===== src/include/epm_cfg.svh =====
`ifndef EPM_CFG_SVH
`define EPM_CFG_SVH
// APB register byte offsets
`define EPM_CTRL_OFS 12'h000
`define EPM_STAT_OFS 12'h004
`define EPM_EXP_OFS 12'h008
`define EPM_CLR_OFS 12'h00c
`define EPM_POS_OFS 12'h010
// Control register fields
`define EPM_CTRL_PAUSE_BIT 0
`define EPM_CTRL_RST 32'h0000_0000
// Timer reset values, in clock cycles
`define EPM_EXP_RST 16'h0100
`define EPM_CLR_RST 16'h0010
// Length of a master-mode charge move, in cycles
`define EPM_MOVE_CYC 16'h0004
// Pin sync vector positions
`define EPM_PIN_MOVE 0
`define EPM_PIN_CLEAR 1
`define EPM_PIN_PAUSE 2
`define EPM_PIN_MASTER 3
`endif


===== src/include/epm_pkg.sv =====
package epm_pkg;
    typedef enum logic [4:0] {
        pixel_clear_state = 5'b00001,
        integrate_state = 5'b00010,
        move_to_storage_state = 5'b00100,
        storage_hold_state = 5'b01000,
        read_state = 5'b10000
    } epm_state_t;
endpackage


===== src/include/epm_seq_if.sv =====
`timescale 1ns/1ps
`default_nettype none
interface epm_seq_if #(parameter int ROW_W = 9, parameter int COL_W = 9) ();
    import epm_pkg::*;
    logic master_mode;
    logic move_n;
    logic clear_n;
    logic pause_blk;
    logic [15:0] exp_cyc;
    logic [15:0] clr_cyc;
    epm_state_t state;
    logic [ROW_W-1:0] row;
    logic [COL_W-1:0] col;
    logic xfer_all;
    logic clr_all;
    logic frame_done;
    modport top (output master_mode, move_n, clear_n, pause_blk, exp_cyc, clr_cyc,
                 input state, row, col, xfer_all, clr_all, frame_done);
    modport seq (input master_mode, move_n, clear_n, pause_blk, exp_cyc, clr_cyc,
                 output state, row, col, xfer_all, clr_all, frame_done);
endinterface
`default_nettype wire


===== src/logic/epm_top.sv =====
// The APB register port and the register offsets were chosen for this implementation.
`timescale 1ns/1ps
`default_nettype none
`include "epm_cfg.svh"
module epm_top import epm_pkg::*; #(
    parameter int ROW_W = 9,
    parameter int COL_W = 9
) (
    input wire logic clk,                   // Device clock
    input wire logic rst,                   // Async reset, active high
    input wire logic ce,                    // Clock enable
    input wire logic psel,                  // APB select
    input wire logic penable,               // APB enable
    input wire logic pwrite,                // APB write
    input wire logic [11:0] paddr,          // APB byte address
    input wire logic [31:0] pwdata,         // APB write data
    output logic [31:0] prdata,             // APB read data
    output logic pready,                    // APB ready
    output logic pslverr,                   // APB error
    input wire logic charge_move_ctl,       // Charge-move pin, low moves
    input wire logic pixel_clear_ctl,       // Pixel-clear pin, low clears
    input wire logic pause_pin,             // Pause pin
    input wire logic master_sel,            // Mode select pin
    output logic xfer_all_o,                // Global charge move
    output logic clear_all_o,               // Global pixel reset
    output logic reading_o,                 // Readout in progress
    output logic paused_o,                  // Holding after move
    output logic master_o,                  // Master mode active
    output logic [ROW_W-1:0] row_addr_o,    // Row address bus
    output logic row_addr_oe,               // Row bus enable
    output logic [COL_W-1:0] col_addr_o,    // Column address bus
    output logic col_addr_oe                // Column bus enable
);
    // Position register holds 16 bits per axis
    if (ROW_W < 1 || ROW_W > 16 || COL_W < 1 || COL_W > 16) begin : g_bad_width
        $error("epm_top: address widths must be 1 to 16");
    end

    epm_seq_if #(.ROW_W(ROW_W), .COL_W(COL_W)) sif ();

    logic [3:0] pin_raw;
    logic [3:0] sync1_reg;
    logic [3:0] sync2_reg;
    logic move_s;
    logic clear_s;
    logic pause_s;
    logic master_s;

    logic ctrl_pause_reg;
    logic [15:0] exp_reg;
    logic [15:0] clr_reg;
    logic [15:0] frame_cnt_reg;
    logic [31:0] rdata_next;
    logic acc_en;
    logic setup_en;
    logic wr_en;
    logic addr_ok;

    assign pin_raw[`EPM_PIN_MOVE] = charge_move_ctl;
    assign pin_raw[`EPM_PIN_CLEAR] = pixel_clear_ctl;
    assign pin_raw[`EPM_PIN_PAUSE] = pause_pin;
    assign pin_raw[`EPM_PIN_MASTER] = master_sel;

    genvar gi;
    generate
        for (gi = 0; gi < 4; gi++) begin : g_sync
            always_ff @(posedge clk or posedge rst) begin
                if (rst) begin
                    sync1_reg[gi] <= 1'b1;
                    sync2_reg[gi] <= 1'b1;
                end else if (ce) begin
                    sync1_reg[gi] <= pin_raw[gi];
                    sync2_reg[gi] <= sync1_reg[gi];
                end
            end
        end
    endgenerate

    assign move_s = sync2_reg[`EPM_PIN_MOVE];
    assign clear_s = sync2_reg[`EPM_PIN_CLEAR];
    assign pause_s = sync2_reg[`EPM_PIN_PAUSE];
    assign master_s = sync2_reg[`EPM_PIN_MASTER];

    assign sif.master_mode = master_s;
    // Slave exposure comes from the pins
    assign sif.move_n = move_s;
    assign sif.clear_n = clear_s;
    // Setup bit only counts in master mode
    assign sif.pause_blk = pause_s | (master_s & ctrl_pause_reg);
    assign sif.exp_cyc = exp_reg;
    assign sif.clr_cyc = clr_reg;

    epm_seq #(.ROW_W(ROW_W), .COL_W(COL_W)) u_seq (
        .clk(clk),
        .rst(rst),
        .ce(ce),
        .sif(sif.seq)
    );

    // Zero wait states keep the master simple
    assign pready = 1'b1;
    assign setup_en = psel && !penable;
    assign acc_en = psel && penable;
    assign addr_ok = (paddr == `EPM_CTRL_OFS) || (paddr == `EPM_STAT_OFS) ||
                     (paddr == `EPM_EXP_OFS) || (paddr == `EPM_CLR_OFS) ||
                     (paddr == `EPM_POS_OFS);
    assign pslverr = acc_en && !addr_ok;
    // Bus writes are frozen with the rest when ce is low
    assign wr_en = acc_en && pwrite && addr_ok && ce;

    // Settings return to defaults on reset
    always_ff @(posedge clk or posedge rst) begin
        if (rst) begin
            ctrl_pause_reg <= 1'(`EPM_CTRL_RST);
        end else if (wr_en && paddr == `EPM_CTRL_OFS) begin
            ctrl_pause_reg <= pwdata[`EPM_CTRL_PAUSE_BIT];
        end
    end

    always_ff @(posedge clk or posedge rst) begin
        if (rst) begin
            exp_reg <= `EPM_EXP_RST;
        end else if (wr_en && paddr == `EPM_EXP_OFS) begin
            exp_reg <= pwdata[15:0];
        end
    end

    always_ff @(posedge clk or posedge rst) begin
        if (rst) begin
            clr_reg <= `EPM_CLR_RST;
        end else if (wr_en && paddr == `EPM_CLR_OFS) begin
            clr_reg <= pwdata[15:0];
        end
    end

    // Frame count wraps; software reads differences
    always_ff @(posedge clk or posedge rst) begin
        if (rst) begin
            frame_cnt_reg <= 16'h0000;
        end else if (ce && sif.frame_done) begin
            frame_cnt_reg <= frame_cnt_reg + 16'h0001;
        end
    end

    always_comb begin
        rdata_next = 32'h0000_0000;
        case (paddr)
            `EPM_CTRL_OFS: rdata_next[`EPM_CTRL_PAUSE_BIT] = ctrl_pause_reg;
            `EPM_STAT_OFS: rdata_next = {frame_cnt_reg, 8'h00, master_s, sif.pause_blk, 1'b0, sif.state};
            `EPM_EXP_OFS: rdata_next[15:0] = exp_reg;
            `EPM_CLR_OFS: rdata_next[15:0] = clr_reg;
            `EPM_POS_OFS: rdata_next = {16'(sif.row), 16'(sif.col)};
            default: rdata_next = 32'h0000_0000;
        endcase
    end

    // Read data captured in setup, valid through access
    always_ff @(posedge clk or posedge rst) begin
        if (rst) begin
            prdata <= 32'h0000_0000;
        end else if (setup_en && !pwrite) begin
            prdata <= rdata_next;
        end
    end

    // Single global controls for the whole array
    assign xfer_all_o = sif.xfer_all;
    assign clear_all_o = sif.clr_all;
    assign reading_o = (sif.state == read_state);
    assign paused_o = (sif.state == storage_hold_state) && sif.pause_blk;

    // Address buses driven in master mode only
    always_ff @(posedge clk or posedge rst) begin
        if (rst) begin
            master_o <= 1'b0;
            row_addr_oe <= 1'b0;
            col_addr_oe <= 1'b0;
        end else if (ce) begin
            master_o <= master_s;
            row_addr_oe <= master_s;
            col_addr_oe <= master_s;
        end
    end

    assign row_addr_o = sif.row;
    assign col_addr_o = sif.col;
endmodule
`default_nettype wire


===== src/logic/epm_seq.sv =====
`timescale 1ns/1ps
`default_nettype none
`include "epm_cfg.svh"
module epm_seq import epm_pkg::*; #(
    parameter int ROW_W = 9,
    parameter int COL_W = 9
) (
    input wire logic clk,  // Device clock
    input wire logic rst,  // Async reset
    input wire logic ce,   // Clock enable
    epm_seq_if.seq sif     // Control and status
);
    epm_state_t state_reg;
    epm_state_t state_next;
    logic mode_reg;
    logic [15:0] cnt_reg;
    logic [ROW_W-1:0] row_reg;
    logic [COL_W-1:0] col_reg;
    logic last_pix;

    assign last_pix = (row_reg == {ROW_W{1'b1}}) && (col_reg == {COL_W{1'b1}});

    always_comb begin
        state_next = state_reg;
        if (sif.master_mode != mode_reg) begin
            state_next = pixel_clear_state;
        end else if (mode_reg) begin
            case (state_reg)
                pixel_clear_state: if (cnt_reg >= sif.clr_cyc) state_next = integrate_state;
                integrate_state: if (cnt_reg >= sif.exp_cyc) state_next = move_to_storage_state;
                move_to_storage_state: if (cnt_reg >= `EPM_MOVE_CYC - 16'h0001) state_next = storage_hold_state;
                storage_hold_state: if (!sif.pause_blk) state_next = read_state;
                read_state: if (last_pix) state_next = pixel_clear_state;
                default: state_next = pixel_clear_state;
            endcase
        end else begin
            case (state_reg)
                move_to_storage_state: if (sif.move_n) state_next = storage_hold_state;
                // Pause decides hold or straight readout
                storage_hold_state: if (!sif.pause_blk) state_next = read_state;
                read_state: if (last_pix) state_next = sif.clear_n ? integrate_state : pixel_clear_state;
                pixel_clear_state, integrate_state: begin
                    if (!sif.move_n) state_next = move_to_storage_state;
                    else state_next = sif.clear_n ? integrate_state : pixel_clear_state;
                end
                default: state_next = pixel_clear_state;
            endcase
        end
    end

    always_ff @(posedge clk or posedge rst) begin
        if (rst) begin
            state_reg <= pixel_clear_state;
            mode_reg <= 1'b0;
        end else if (ce) begin
            state_reg <= state_next;
            mode_reg <= sif.master_mode;
        end
    end

    always_ff @(posedge clk or posedge rst) begin
        if (rst) begin
            cnt_reg <= 16'h0000;
        end else if (ce) begin
            cnt_reg <= (state_next != state_reg) ? 16'h0000 : cnt_reg + 16'h0001;
        end
    end

    // Column fastest, row on column wrap
    always_ff @(posedge clk or posedge rst) begin
        if (rst) begin
            row_reg <= '0;
            col_reg <= '0;
        end else if (ce) begin
            if (state_reg != read_state) begin
                row_reg <= '0;
                col_reg <= '0;
            end else begin
                col_reg <= col_reg + 1'b1;
                if (col_reg == {COL_W{1'b1}}) row_reg <= row_reg + 1'b1;
            end
        end
    end

    // Global charge move, global pixel clear
    always_ff @(posedge clk or posedge rst) begin
        if (rst) begin
            sif.xfer_all <= 1'b0;
            sif.clr_all <= 1'b1;
            sif.frame_done <= 1'b0;
        end else if (ce) begin
            sif.xfer_all <= mode_reg ? (state_next == move_to_storage_state) : !sif.move_n;
            sif.clr_all <= mode_reg ? (state_next == pixel_clear_state) : !sif.clear_n;
            sif.frame_done <= (state_reg == read_state) && last_pix;
        end
    end

    assign sif.state = state_reg;
    assign sif.row = row_reg;
    assign sif.col = col_reg;
endmodule
`default_nettype wire


===== config.mk =====
export PLATFORM = sky130hd
export DESIGN_NAME = epm_top
export DESIGN_NICKNAME = d
export VERILOG_FILES = /design/src/include/epm_pkg.sv /design/src/include/epm_seq_if.sv /design/src/logic/epm_top.sv /design/src/logic/epm_seq.sv
export VERILOG_INCLUDE_DIRS = /design/src /design/src/include
export SDC_FILE = /design/constraint.sdc
export NUM_CORES = 1
export LEC_CHECK = 0
export ABC_CLOCK_PERIOD_IN_PS = 5880
export BUFFER_PORTS_ARGS = -buffer_cell sky130_fd_sc_hd__clkbuf_2
export CAP_MARGIN = 30
export CORE_MARGIN = 3
export CORE_UTILIZATION = 45
export DETAILED_ROUTE_END_ITERATION = 10
export PLACE_DENSITY = 0.66
export SYNTH_ARGS = -nofsm -noshare
export SYNTH_HDL_FRONTEND = slang
export SYNTH_HIERARCHICAL = 1
export SYNTH_SLANG_ARGS = --single-unit

===== constraint.sdc =====
create_clock -name clk -period 5.88 [get_ports clk]
set_input_delay 0 -clock clk [delete_from_list [all_inputs] [get_ports clk]]
set_output_delay 0 -clock clk [all_outputs]
set_load 0.05 [all_outputs]

==> impl_metrics.tcl <==
set metrics [dict create \
    worstHoldPathType "in -> async" \
    top_register "prdata" \
    drt_iter0_markers 456 \
    drt-met1-wl_um 8520 \
    outcome "finished clean" \
    rrSetupSlack_ns 2.84 \
    leakage_nw 4.15 \
    die_w_um 135 \
    end_kind "flip-flop" \
    synth_warnings 6 \
    grt_pass1_vias 5884 \
    totalWireLength_um 18700 \
    synth.area.top_cells "dfrtp_1 41%, ha_1 6.4%, mux2_2 5.3%, dfstp_2 4.2%, nand2_1 3.2%" \
    coreArea_um2 16000 \
    grt.total_usage 0.210 \
    yosysMostFrequentCell "dfrtp_1" \
    regToRegEndpoint "u_seq/cnt_reg[10]" \
    routed_via_density 5.65 \
    rr_worst_depth 11 \
    r2r-start "u_seq/sif.col[0]" \
    seq_area_frac_synth 0.450 \
    hpwl_um 13500 \
    max_cap_violations 0 \
    async_reset_ff_frac 1.00 \
    fin_crit_sh 0.517 \
    cts_tree "built" \
    clk_latency_ns 0.42 \
    dr.pass1.iters 5 \
    rsz0062_at_grt "no" \
    worst_pin_slew_ns 0.910 \
    drive_above_1_share 0.255 \
    top_layer_used "met4" \
    ys_seq_elements 133 \
    rows 46 \
    ys.flop_type "dfrtp_1" \
    die_y_um 135 \
    slew_headroom 0.389 \
    synth_top_area_frac 0.407 \
    synthesis.nets 806 \
    synth_top_area_cell "dfrtp_1" \
    required_ns 6.17 \
    cp-start-kind "flip-flop" \
    die_area_um2 18100 \
    largest_reg_flops 32 \
    place_area_um2 8030 \
    synth_common_cells "121 x dfrtp_1, 63 x nand2_1, 44 x inv_1" \
    syn_area_per_cell_um2 10.4 \
    post_cts.repair.setup_buffers 0 \
    crit_fanout 13 \
    wl_per_cell_um 17.8 \
    synth_area_um2 7430 \
    wl_met2_um 8810 \
    clk_pin_slew_ns 0.06 \
    drtAntennaViolNets 0 \
    crit_type "reg -> reg" \
    diodes 0 \
    worstSetupEndpoint "u_seq/cnt_reg[10]" \
    htreeDepth 4 \
    io_buffers 95 \
    powerDensity_nw_per_um2 291 \
    setup_viol 0 \
    fmax_mhz 329 \
    fin_skew_ns 0.00819 \
    route.detailed.drc 0 \
    wl_met3_um 989 \
    crit_start "u_seq/sif.col[0]" \
    ioPinCount 113 \
    antenna_found_initial 0 \
    grt-ovfl-total 0 \
    tns_ns 0 \
    ys_types 79 \
    finalMaxSlewViolations 0 \
    clock-root-buffer "clkbuf_16" \
    timing.final.crit_period_ns 3.04 \
    initial_core_util 0.465 \
    gp_congestion 0.840 \
    grt_pass1_wl_um 30400 \
    synth_edf_count 0 \
    netlist_instances 714 \
    clkSinkCount 133 \
    ir_worst_vdd_v 0.000207 \
    cts_buffer_depth 2 \
    worst_ep_arrival_time_ns 3.33 \
    numCtsBuffers 17 \
    fin_area_um2 8850 \
    route.vias.total 5936 \
    finalHoldViolations 0 \
    syn2layout_area_growth_pct 19.1 \
    grt_max_degree 77 \
    nNetsFinal 914 \
]
## placed cells by master (no fill, tap or decap), types with 28 or more instances in the layout
cell type and count:
a21oi_1 28, clkbuf_2 95, nand3_1 29, o21ai_0 35, inv_1 43, mux2_2 35, nor2_1 36, dfrtp_1 121
nand2_1 63, ha_1 38
## per-stage QoR
stage	utilization	power [W]	hold slack [ns]	std cells	setup WS [ns]
2_1_floorplan	-	0.00143	0.148	714	2.94
3_3_place_gp	0.501	0.00151	-0.0735	996	2.98
3_5_place_dp	0.502	0.00153	-0.0672	997	2.91
4_1_cts	0.552	0.00259	0.0461	1050	2.89
5_1_grt	0.553	0.00269	0.0660	1051	2.64
6_report	0.553	0.00258	0.0512	1051	2.84
## how the worst min path moves through the flow
| stage | to |
|---|---|
| 2_1_floorplan | clr_reg[4] |
| 3_3_place_gp | master_o |
| 3_5_place_dp | master_o |
| 4_1_cts | master_o |
| 5_1_grt | master_o |
| 6_report | master_o |
## critical path: stages, from the launching register on
cell	delay (ns)
dfrtp_1	0.43
ha_1	0.23
nand3_1	0.13
nor2_1	0.20
and3_1	0.19
ha_1	0.37
nand4_1	0.25
o21ai_0	0.17
a21oi_2	0.12
o221a_2	0.33
a31oi_4	0.38
nor2_1	0.10
## per-layer routing
metal,vias to the layer above,global-route usage
li1,2802,-
met1,2905,0.294
met2,199,0.329
met3,30,0.0425
met4,0,0.0690
met5,-,0
## logic make-up after synthesis
logic type	after synthesis	synth area share
flip-flops	133	0.450
buffers and inverters	77	0.0480
AO/OA/AOI/OAI	140	0.132
XOR/XNOR	36	0.0424
AND/OR/NAND/NOR	228	0.166
multiplexers	61	0.0964
other	1	0.000504
adder cells (fa/ha/maj)	38	0.0640
## power by group
part | internal (W) | switching [W]
logic | 0.000199 | 0.000301
registers | 0.000958 | 0.0000757
clock network | 0.000642 | 0.000402
## area by class of cell
type | instances | area, µm²
inverter | 44 | 166
timing repair buffer | 122 | 754
clock buffer | 19 | 453
clock inverter | 13 | 133
tap | 216 | 270
multi-input combinational | 504 | 3730
sequential | 133 | 3340
fill | 1430 | 7150
## what timing repair did
| action | in CTS | in global routing |
|---|---|---|
| endpoints found under the hold margin | 92 | 0 |
| hold buffers | 21 | 0 |
| gates resized for setup | 0 | 0 |
| setup endpoints to repair | 0 | 0 |
Power figures use the tool's default switching activity.
